<file path="src/queue_tx_pkg.sv">
`default_nettype none
package queue_tx_pkg;

    // ************************************************************
    // Register map
    // ************************************************************
    localparam int          ADDR_W                = 9;
    localparam logic [8:0]  TRANSMIT_CONTROL_OFF  = 9'h170;
    localparam logic [8:0]  TRANSMIT_STATUS_OFF   = 9'h172;
    localparam logic [15:0] TRANSMIT_CONTROL_RST  = 16'h0000;
    localparam logic [15:0] TRANSMIT_STATUS_RST   = 16'h0000;
    localparam logic [15:0] TRANSMIT_CONTROL_MASK = 16'h01ff;

    // Control field positions.
    localparam int CTL_ICMP_BIT  = 8;
    localparam int CTL_UDP_BIT   = 7;
    localparam int CTL_TCP_BIT   = 6;
    localparam int CTL_IP_BIT    = 5;
    localparam int CTL_FLUSH_BIT = 4;
    localparam int CTL_FC_BIT    = 3;
    localparam int CTL_PAD_BIT   = 2;
    localparam int CTL_CRC_BIT   = 1;
    localparam int CTL_RUN_BIT   = 0;

    // Status field positions.
    localparam int STS_LATE_BIT = 13;
    localparam int STS_MAX_BIT  = 12;
    localparam int STS_FID_LSB  = 0;
    localparam int FID_W        = 6;

    // ************************************************************
    // Frame constants
    // ************************************************************
    localparam int          MIN_FRAME_BYTES = 64;
    localparam int          CRC_BYTES       = 4;
    localparam int          PAD_TARGET      = MIN_FRAME_BYTES - CRC_BYTES;
    localparam int          FIFO_DEPTH      = 8;
    localparam logic [31:0] CRC_INIT        = 32'hffffffff;
    localparam logic [31:0] CRC_POLY        = 32'hedb88320;

    // ************************************************************
    // Carriers
    // ************************************************************
    typedef struct packed {
        logic [7:0]       data;
        logic             last;
        logic [FID_W-1:0] fid;
        logic             is_ip;
        logic             is_icmp;
        logic             is_udp;
        logic             is_tcp;
        logic             fragmented;
    } tx_word_t;

    typedef struct packed {
        logic icmp;
        logic udp;
        logic tcp;
        logic ip;
    } cks_insert_t;

    typedef struct packed {
        logic [7:0] data;
        logic       last;
    } tx_byte_t;

endpackage
`default_nettype wire

</file>
<file path="src/tx_fifo.sv">
`timescale 1ns/1ps
`default_nettype none
module tx_fifo #(
    parameter int WIDTH = 8,
    parameter int DEPTH = 8
) (
    input  wire logic             clk,
    input  wire logic             resetn,
    input  wire logic             clear,
    input  wire logic [WIDTH-1:0] in_data,
    input  wire logic             in_valid,
    output logic                  in_ready,
    output logic      [WIDTH-1:0] out_data,
    output logic                  out_valid,
    input  wire logic             out_ready
);
    localparam int AW = $clog2(DEPTH);

    initial begin
        if (DEPTH < 2 || (1 << AW) != DEPTH) $error("tx_fifo depth must be a power of two");
    end

    logic [WIDTH-1:0] mem [DEPTH];
    logic [AW:0]      wr_ptr;
    logic [AW:0]      rd_ptr;

    // Full when the pointers differ only in the wrap bit.
    assign in_ready  = !clear && !((wr_ptr[AW] != rd_ptr[AW]) && (wr_ptr[AW-1:0] == rd_ptr[AW-1:0]));
    assign out_valid = !clear && (wr_ptr != rd_ptr);
    assign out_data  = mem[rd_ptr[AW-1:0]];

    // Pointers; a clear drops every stored word at once.
    always_ff @(posedge clk or negedge resetn) begin
        if (!resetn) begin
            wr_ptr <= '0;
            rd_ptr <= '0;
        end else if (clear) begin
            wr_ptr <= '0;
            rd_ptr <= '0;
        end else begin
            if (in_valid && in_ready) wr_ptr <= wr_ptr + 1'b1;
            if (out_valid && out_ready) rd_ptr <= rd_ptr + 1'b1;
        end
    end

    // Storage is written only on an accepted word.
    always_ff @(posedge clk) begin
        if (in_valid && in_ready) mem[wr_ptr[AW-1:0]] <= in_data;
    end
endmodule
`default_nettype wire

</file>
<file path="src/queue_tx_control_status.sv">
`timescale 1ns/1ps
`default_nettype none
module queue_tx_control_status
    import queue_tx_pkg::*;
#(
    parameter int DEPTH = FIFO_DEPTH
) (
    input  wire logic              clk,
    input  wire logic              resetn,
    input  wire logic [ADDR_W-1:0] reg_addr,
    input  wire logic              reg_wr,
    input  wire logic              reg_rd,
    input  wire logic [1:0]        reg_be,
    input  wire logic [15:0]       reg_wdata,
    output logic      [15:0]       reg_rdata,
    input  wire tx_word_t          queue_word,
    input  wire logic              queue_valid,
    output logic                   queue_ready,
    output tx_byte_t               mac_byte,
    output logic                   mac_valid,
    input  wire logic              mac_ready,
    output cks_insert_t            cks_insert,
    output logic                   frame_start,
    input  wire logic              late_collision,
    input  wire logic              max_collision,
    input  wire logic              full_duplex,
    input  wire logic              rx_threshold,
    output logic                   pause_req,
    output logic                   backpressure
);

    initial begin
        if (DEPTH < 2) $error("queue depth too small");
    end

    // ************************************************************
    // Registers
    // ************************************************************
    logic [15:0] transmit_control;
    logic [15:0] transmit_status;
    logic        icmp_checksum_gen_en;
    logic        udp_checksum_gen_en;
    logic        tcp_checksum_gen_en;
    logic        ip_header_checksum_gen_en;
    logic        transmit_queue_flush;
    logic        transmit_flow_control_en;
    logic        transmit_padding_en;
    logic        transmit_crc_append_en;
    logic        transmit_run_en;

    assign icmp_checksum_gen_en      = transmit_control[CTL_ICMP_BIT];
    assign udp_checksum_gen_en       = transmit_control[CTL_UDP_BIT];
    assign tcp_checksum_gen_en       = transmit_control[CTL_TCP_BIT];
    assign ip_header_checksum_gen_en = transmit_control[CTL_IP_BIT];
    assign transmit_queue_flush      = transmit_control[CTL_FLUSH_BIT];
    assign transmit_flow_control_en  = transmit_control[CTL_FC_BIT];
    assign transmit_padding_en       = transmit_control[CTL_PAD_BIT];
    assign transmit_crc_append_en    = transmit_control[CTL_CRC_BIT];
    assign transmit_run_en           = transmit_control[CTL_RUN_BIT];

    // Control writes honour byte lanes; reserved bits never store.
    always_ff @(posedge clk or negedge resetn) begin
        if (!resetn) begin
            transmit_control <= TRANSMIT_CONTROL_RST;
        end else if (reg_wr && reg_addr == TRANSMIT_CONTROL_OFF) begin
            if (reg_be[0]) transmit_control[7:0] <= reg_wdata[7:0];
            if (reg_be[1]) transmit_control[15:8] <= reg_wdata[15:8] & TRANSMIT_CONTROL_MASK[15:8];
        end
    end

    // Read data is registered; status and unmapped addresses ignore writes.
    always_ff @(posedge clk or negedge resetn) begin
        if (!resetn) begin
            reg_rdata <= 16'h0000;
        end else if (reg_rd) begin
            unique case (reg_addr)
                TRANSMIT_CONTROL_OFF: reg_rdata <= transmit_control & TRANSMIT_CONTROL_MASK;
                TRANSMIT_STATUS_OFF:  reg_rdata <= transmit_status;
                default:              reg_rdata <= 16'h0000;
            endcase
        end
    end

    // ************************************************************
    // Queue
    // ************************************************************
    tx_word_t f_word;
    logic     f_valid;
    logic     f_ready;

    tx_fifo #(
        .WIDTH ($bits(tx_word_t)),
        .DEPTH (DEPTH)
    ) u_fifo (
        .clk       (clk),
        .resetn    (resetn),
        .clear     (transmit_queue_flush),
        .in_data   (queue_word),
        .in_valid  (queue_valid),
        .in_ready  (queue_ready),
        .out_data  (f_word),
        .out_valid (f_valid),
        .out_ready (f_ready)
    );

    // ************************************************************
    // Transmit engine
    // ************************************************************
    typedef enum logic [2:0] {ST_STOPPED, ST_IDLE, ST_DATA, ST_PAD, ST_CRC} tx_state_t;

    tx_state_t        state;
    logic [31:0]      crc;
    logic [10:0]      byte_cnt;
    logic [1:0]       crc_idx;
    logic             mode_pad;
    logic             mode_crc;
    logic [FID_W-1:0] cur_fid;
    logic             can_load;
    logic             start_ok;
    logic             end_hs;
    logic             short_now;

    // The output byte may be replaced once the MAC has taken the old one.
    assign can_load  = !mac_valid || mac_ready;
    // A new frame waits for the previous last byte, so the identifier stays valid.
    assign start_ok  = transmit_run_en && !transmit_queue_flush && f_valid && !mac_valid;
    assign f_ready   = (state == ST_DATA) && can_load;
    assign end_hs    = mac_valid && mac_byte.last && mac_ready;
    assign short_now = mode_pad && (byte_cnt + 11'd1 < 11'(PAD_TARGET));

    // Reflected CRC-32 over one byte.
    function automatic logic [31:0] crc_byte(input logic [31:0] c, input logic [7:0] d);
        logic [31:0] r;
        r = c ^ {24'h000000, d};
        for (int i = 0; i < 8; i++) begin
            r = r[0] ? ((r >> 1) ^ CRC_POLY) : (r >> 1);
        end
        return r;
    endfunction

    // State sequencing: stop requests take effect only between frames.
    always_ff @(posedge clk or negedge resetn) begin
        if (!resetn) begin
            state <= ST_STOPPED;
        end else if (transmit_queue_flush) begin
            state <= ST_STOPPED;
        end else begin
            unique case (state)
                ST_STOPPED: if (transmit_run_en) state <= ST_IDLE;
                ST_IDLE: begin
                    if (!transmit_run_en) state <= ST_STOPPED;
                    else if (start_ok) state <= ST_DATA;
                end
                ST_DATA: begin
                    if (can_load && f_valid && f_word.last) begin
                        if (short_now) state <= ST_PAD;
                        else if (mode_crc) state <= ST_CRC;
                        else state <= transmit_run_en ? ST_IDLE : ST_STOPPED;
                    end
                end
                ST_PAD: begin
                    if (can_load && byte_cnt + 11'd1 == 11'(PAD_TARGET)) begin
                        if (mode_crc) state <= ST_CRC;
                        else state <= transmit_run_en ? ST_IDLE : ST_STOPPED;
                    end
                end
                ST_CRC: begin
                    if (can_load && crc_idx == 2'd3) begin
                        state <= transmit_run_en ? ST_IDLE : ST_STOPPED;
                    end
                end
            endcase
        end
    end

    // Output byte register and running CRC and length.
    always_ff @(posedge clk or negedge resetn) begin
        if (!resetn) begin
            mac_valid <= 1'b0;
            mac_byte  <= '0;
            crc       <= CRC_INIT;
            byte_cnt  <= '0;
            crc_idx   <= '0;
        end else if (transmit_queue_flush) begin
            mac_valid <= 1'b0;
            crc       <= CRC_INIT;
            byte_cnt  <= '0;
            crc_idx   <= '0;
        end else if (state == ST_IDLE && start_ok) begin
            crc      <= CRC_INIT;
            byte_cnt <= '0;
            crc_idx  <= '0;
        end else if (can_load) begin
            mac_valid <= 1'b0;
            if (state == ST_DATA && f_valid) begin
                mac_valid     <= 1'b1;
                mac_byte.data <= f_word.data;
                mac_byte.last <= f_word.last && !short_now && !mode_crc;
                crc           <= crc_byte(crc, f_word.data);
                byte_cnt      <= byte_cnt + 11'd1;
            end else if (state == ST_PAD) begin
                mac_valid     <= 1'b1;
                mac_byte.data <= 8'h00;
                mac_byte.last <= !mode_crc && (byte_cnt + 11'd1 == 11'(PAD_TARGET));
                crc           <= crc_byte(crc, 8'h00);
                byte_cnt      <= byte_cnt + 11'd1;
            end else if (state == ST_CRC) begin
                mac_valid     <= 1'b1;
                mac_byte.data <= ~crc[8*crc_idx +: 8];
                mac_byte.last <= (crc_idx == 2'd3);
                crc_idx       <= crc_idx + 2'd1;
            end
        end
    end

    // Per-frame modes and checksum insertion are fixed at the frame's first word.
    always_ff @(posedge clk or negedge resetn) begin
        if (!resetn) begin
            mode_pad    <= 1'b0;
            mode_crc    <= 1'b0;
            cur_fid     <= '0;
            cks_insert  <= '0;
            frame_start <= 1'b0;
        end else begin
            frame_start <= 1'b0;
            if (state == ST_IDLE && start_ok) begin
                mode_pad        <= transmit_padding_en;
                mode_crc        <= transmit_crc_append_en;
                cur_fid         <= f_word.fid;
                frame_start     <= 1'b1;
                cks_insert.icmp <= icmp_checksum_gen_en && f_word.is_icmp && !f_word.fragmented;
                cks_insert.udp  <= udp_checksum_gen_en && f_word.is_udp && !f_word.fragmented;
                cks_insert.tcp  <= tcp_checksum_gen_en && f_word.is_tcp && !f_word.fragmented;
                cks_insert.ip   <= ip_header_checksum_gen_en && f_word.is_ip && !f_word.fragmented;
            end
        end
    end

    // ************************************************************
    // Status capture
    // ************************************************************
    logic pend_late;
    logic pend_max;

    // Collisions gather during the frame; a new frame starts them afresh.
    always_ff @(posedge clk or negedge resetn) begin
        if (!resetn) begin
            pend_late <= 1'b0;
            pend_max  <= 1'b0;
        end else if (end_hs) begin
            pend_late <= 1'b0;
            pend_max  <= 1'b0;
        end else begin
            // A pulse that meets the frame start belongs to the new frame, so the set wins.
            if (frame_start) begin
                pend_late <= 1'b0;
                pend_max  <= 1'b0;
            end
            if (late_collision) pend_late <= 1'b1;
            if (max_collision) pend_max <= 1'b1;
        end
    end

    // All fields change in one edge so a read never mixes two frames.
    always_ff @(posedge clk or negedge resetn) begin
        if (!resetn) begin
            transmit_status <= TRANSMIT_STATUS_RST;
        end else if (end_hs) begin
            transmit_status                             <= 16'h0000;
            transmit_status[STS_LATE_BIT]               <= pend_late || late_collision;
            transmit_status[STS_MAX_BIT]                <= pend_max || max_collision;
            transmit_status[STS_FID_LSB +: FID_W]       <= cur_fid;
        end
    end

    // ************************************************************
    // Flow control
    // ************************************************************
    logic thr_prev;

    // A pause is requested once per rise of the threshold, not per cycle.
    always_ff @(posedge clk or negedge resetn) begin
        if (!resetn) begin
            thr_prev     <= 1'b0;
            pause_req    <= 1'b0;
            backpressure <= 1'b0;
        end else begin
            thr_prev     <= rx_threshold;
            pause_req    <= transmit_flow_control_en && full_duplex && rx_threshold && !thr_prev;
            backpressure <= transmit_flow_control_en && !full_duplex && rx_threshold;
        end
    end

    // ************************************************************
    // Checks
    // ************************************************************
    logic [10:0] out_cnt;

    // Counts bytes the MAC accepted in the current frame.
    always_ff @(posedge clk or negedge resetn) begin
        if (!resetn) out_cnt <= '0;
        else if (end_hs) out_cnt <= '0;
        else if (mac_valid && mac_ready) out_cnt <= out_cnt + 11'd1;
    end
endmodule
`default_nettype wire

</file>
<file path="config.mk">
export PLATFORM = sky130hd
export DESIGN_NAME = queue_tx_control_status
export DESIGN_NICKNAME = d
export VERILOG_FILES = /design/src/queue_tx_pkg.sv /design/src/tx_fifo.sv /design/src/queue_tx_control_status.sv
export SDC_FILE = /design/constraint.sdc
export NUM_CORES = 1
export LEC_CHECK = 0
export ABC_AREA = 1
export BUFFER_PORTS_ARGS = -buffer_cell sky130_fd_sc_hd__buf_2
export CAP_MARGIN = 15
export CORE_ASPECT_RATIO = 1.2
export CORE_MARGIN = 2
export CORE_UTILIZATION = 66
export CTS_CLUSTER_SIZE = 30
export DETAILED_ROUTE_END_ITERATION = 7
export HOLD_SLACK_MARGIN = 0.15
export PLACE_DENSITY = 0.86
export SETUP_SLACK_MARGIN = 0.05
export SLEW_MARGIN = 20
export SYNTH_ARGS = -nofsm -noshare
export SYNTH_HDL_FRONTEND = slang
export SYNTH_SLANG_ARGS = --single-unit
</file>
<file path="constraint.sdc">
create_clock -name clk -period 6.6 [get_ports clk]
set_clock_uncertainty 0.2 [all_clocks]
set_input_delay 0.66 -clock clk [delete_from_list [all_inputs] [get_ports clk]]
set_output_delay 0.66 -clock clk [all_outputs]
set_load 0.05 [all_outputs]
</file>
==> flow_metrics.env <==
export IMPL_total_of_max_cap_violations=0
export IMPL_finalMaxSlewViolations=0
export IMPL_postCtsHoldBufs=9
export IMPL_cts_buffers_inserted=27
export IMPL_htreeDepth=1
export IMPL_report_final_hold_viol_count=0
export IMPL_static_leakage_power_nw=6.58
export IMPL_port_buffers=78
export IMPL_cp_data_required_time_ns=6.88
export IMPL_final_layout_size_suffix_gt1_share_pct=15.0
export IMPL_cts_root_to_sink_buffers=3
export IMPL_clkSinkCount=272
export IMPL_synth_main_ff_cell="sky130_fd_sc_hd__edfxtp_1"
export IMPL_ant_nets=0
export IMPL_synthXorXnorAreaFrac_pct=6.86
export IMPL_cp_arrival_ns=4.43
export IMPL_detailedPlacementHpwl_microns=21600
export IMPL_reg2reg_slack_ns=2.45
export IMPL_die_width_microns=137
export IMPL_cp_max_fo=45
export IMPL_clock_latency_ns=0.55
export IMPL_pin_count_of_the_biggest_net_entering_global_routing=85
export IMPL_synth_distinct_cells=49
export IMPL_worstSetupEndpointType="flop"
export IMPL_crit_path_top_delay_cell="sky130_fd_sc_hd__nor2_4"
export IMPL_crit_type="reg -> reg"
export IMPL_synth_mux_area_share_pct=0.474
export IMPL_start_util_pct=66.9
export IMPL_crit_cells=13
export IMPL_worst_ir_drop_vdd_mv=0.245
export IMPL_period_minus_slack_ns=4.15
export IMPL_fillCellCount=1421
export IMPL_synth_compound_gate_area_share_pct=10.1
export IMPL_detail_route_iter0_violations=1448
export IMPL_synth_largest_area_cell="sky130_fd_sc_hd__edfxtp_1"
export IMPL_floorplan_die_height_microns=163
export IMPL_syn_mean_instance_area_sq_um=9.17
export IMPL_power_density_nw_per_um2=220
export IMPL_run_status="finished, final reports clean"
export IMPL_dominant_combinational_cell_family_by_area_after_synthesis="simple AND/OR/NAND/NOR gates"
export IMPL_post_layout_total_power_mw=3.38
export IMPL_cts_repair_resized=0
export IMPL_synth_seq_area_share_pct=54.7
export IMPL_edff_count_synth=160
export IMPL_min_period_over_period_pct=62.8
export IMPL_std_cell_rows=58
export IMPL_synth_async_reset_ratio_pct=41.2
export IMPL_post_route_drc_count=0
export IMPL_setup_total_negative_slack_ns=0
export IMPL_timing_final_setup_violations=0
export IMPL_num_nets_final=1651
export IMPL_hold_path_startpoint="reg_wdata[8]"
export IMPL_worst_slew_pin_slew_ns=1.00
export IMPL_first_pass_grt_wire_length_microns=55000
export IMPL_timing_critical_path_buf_inv=4
export IMPL_cp_capture_point="crc[23]"
export IMPL_cp_startpoint="u_fifo.rd_ptr[1]"
export IMPL_depth_of_the_worst_register_to_register_path=13
export IMPL_cp_common_cell="sky130_fd_sc_hd__nand2_1"
export IMPL_cts_repair_timing_setup_buffer_count=0
export IMPL_min_delay_path_class="in -> reg"
export IMPL_instance_count_along_the_most_critical_hold_path=3
export IMPL_grt_overflow=0
export IMPL_worstPathCellList="buf_4, inv_2, nand2_1, nand4_1, nor2_1, nand2_1, nand4_1, nand2_1, nor2_4, inv_4, or2_1, nand2_1, inv_1"
export IMPL_first_global_vias=10900
export IMPL_worstReg2RegStart="u_fifo.rd_ptr[1]"
export IMPL_gp_congestion=0.953
export IMPL_num_antenna_cells=0
export IMPL_core_area_sq_um=20900
export IMPL_wl_per_cell_microns=18.5
export IMPL_slowest_delay_ns=0.66
export IMPL_ctsRootBufferMaster="sky130_fd_sc_hd__clkbuf_16"
export IMPL_vias_per_cell=5.98
export IMPL_number_of_instances_in_the_synthesized_netlist=1524
export IMPL_clock_fmax_mhz=241
export IMPL_drtPass1Iterations=8
export IMPL_worst_path_dominant_cell_family="simple AND/OR/NAND/NOR gates"
export IMPL_multi_input_comb_area_sq_um=5430
export IMPL_clk_pin_slew_ns=0.06
export IMPL_ioPinCount=91
export IMPL_tritoncts="yes"
export IMPL_post_synth_main_area_contributors="sky130_fd_sc_hd__edfxtp_1, sky130_fd_sc_hd__dfrtp_1, sky130_fd_sc_hd__nand2_1, sky130_fd_sc_hd__dfstp_2, sky130_fd_sc_hd__xor2_1"
export IMPL_grt_total_usage_pct=31.5
export IMPL_design_die_area_sq_um=22400
export IMPL_post_synth_fa_ha_maj_area_fraction_pct=0.358
export IMPL_yosys_area_top_type_share_pct=34.4
export IMPL_setup_worst_path_start_class="flop"
export IMPL_register_area_sq_um=7650
export IMPL_grt_setup_unrepaired="false"
export IMPL_maxSlewHeadroom_pct=33.0
export IMPL_wl_microns=34700
export IMPL_syn_to_final_growth_pct=10.1
export IMPL_grt_antenna_before_repair=0
export IMPL_r2r_path_end="crc[23]"
export IMPL_synth_simple_gate_area_share_pct=20.7
export IMPL_synth_seq_cells=272
export IMPL_via_count=11200
export IMPL_ys_warnings_count=0
export IMPL_synth_cell_area_sq_um=14000
-- tightest hold or removal path, stage by stage --
cell,delay (ns)
sky130_fd_sc_hd__buf_2,0.07
sky130_fd_sc_hd__nor2_1,0.03
sky130_fd_sc_hd__a21oi_1,0.10
-- routing by layer --
layer / global-route usage, % / up-vias / wire (microns)
li1: - / 5169 / -
met1: 40.4 / 5329 / 13000
met2: 53.0 / 622 / 17200
met3: 5.18 / 122 / 3070
met4: 13.8 / 0 / 1450
met5: 0 / - / 0
-- placed cells by master (no fill, tap or decap), types with 4 or more instances in the layout --
master	instances
sky130_fd_sc_hd__a22oi_1	13
sky130_fd_sc_hd__dfstp_2	32
sky130_fd_sc_hd__nor2_1	128
sky130_fd_sc_hd__edfxtp_1	160
sky130_fd_sc_hd__clkinv_1	5
sky130_fd_sc_hd__nand4_1	6
sky130_fd_sc_hd__o31ai_1	5
sky130_fd_sc_hd__a21oi_1	75
sky130_fd_sc_hd__nand3_2	9
sky130_fd_sc_hd__inv_2	8
sky130_fd_sc_hd__dfrtp_1	79
sky130_fd_sc_hd__xor2_1	69
sky130_fd_sc_hd__dlygate4sd3_1	10
sky130_fd_sc_hd__inv_1	132
sky130_fd_sc_hd__nand2_2	26
sky130_fd_sc_hd__mux2_2	5
sky130_fd_sc_hd__clkinvlp_4	4
sky130_fd_sc_hd__nor2_4	5
sky130_fd_sc_hd__nor2_2	8
sky130_fd_sc_hd__o21ai_0	119
sky130_fd_sc_hd__xnor2_1	35
sky130_fd_sc_hd__nand3b_1	4
sky130_fd_sc_hd__o22ai_1	32
sky130_fd_sc_hd__clkinv_2	4
sky130_fd_sc_hd__conb_1	5
sky130_fd_sc_hd__nand3_1	99
sky130_fd_sc_hd__nand2_4	7
sky130_fd_sc_hd__buf_4	15
sky130_fd_sc_hd__nand2_1	353
sky130_fd_sc_hd__nor3_1	6
sky130_fd_sc_hd__clkbuf_16	27
sky130_fd_sc_hd__ha_1	4
sky130_fd_sc_hd__clkbuf_1	7
sky130_fd_sc_hd__buf_2	77
-- worst min path at each step --
stage	slack, ns	end
after global placement	0.19	pause_req
after detailed placement	0.20	pause_req
after CTS	0.15	transmit_control[8]
after floorplan	0.16	backpressure
final	0.16	transmit_control[8]
after global routing	0.17	u_fifo.mem[5][6]
-- cell usage after synthesis, types with 27 or more instances --
cell type,number
sky130_fd_sc_hd__edfxtp_1,160
sky130_fd_sc_hd__xnor2_1,35
sky130_fd_sc_hd__a21oi_1,75
sky130_fd_sc_hd__buf_2,27
sky130_fd_sc_hd__dfrtp_1,80
sky130_fd_sc_hd__nor2_1,136
sky130_fd_sc_hd__o22ai_1,32
sky130_fd_sc_hd__dfstp_2,32
sky130_fd_sc_hd__nand2_1,353
sky130_fd_sc_hd__o21ai_0,119
sky130_fd_sc_hd__xor2_1,69
sky130_fd_sc_hd__nand3_1,99
sky130_fd_sc_hd__inv_1,132
-- through the flow --
step           utilization [%]  hold WS, ns  worst slack [ns]  cells  area (sq um)
6_report                  73.6        0.159              2.45   1880         15400
5_1_grt                   73.6        0.174              2.23   1880         15400
4_1_cts                   73.6        0.150              2.51   1879         15400
3_5_place_dp              69.2        0.198              2.61   1821         14500
3_3_place_gp              69.2        0.193              2.64   1821         14500
2_1_floorplan                -        0.164              3.62   1528         14000
-- state kept, by name, indices dropped and copies added (netlist names), 2 cells and up --
register / count
reg_rdata: 11
transmit_control: 9
u_fifo.mem: 160
cks_insert: 4
crc_idx: 2
cur_fid: 6
u_fifo.rd_ptr: 4
byte_cnt: 11
transmit_status: 8
state: 3
u_fifo.wr_ptr: 4
mac_byte: 9
crc: 32
-- cell type report --
class	count	share of cell area, %
multi-input combinational	1043	35.3
inverter	144	3.54
clock buffer	35	4.65
clock inverter	14	0.756
timing repair buffer	102	3.89
tap	270	2.20
sequential	272	49.7
-- kinds of logic (layout without fill, tap and decap cells) --
family,after synthesis,after routing
buf+inv,213,295
flops,272,272
simple gates,663,663
xor+xnor,107,107
other cells,1,5
compound gates,258,258
fa+ha+maj,4,4
mux,6,6
-- report_power, final --
part	internal [mW]	switching, mW	leakage [nW]
sequential	1.81	0.00332	2.84
combinational	0.0314	0.0823	3.34
clock	0.808	0.645	0.393
total	2.65	0.731	6.58
No activity file was read; power rests on OpenSTA's default activity.
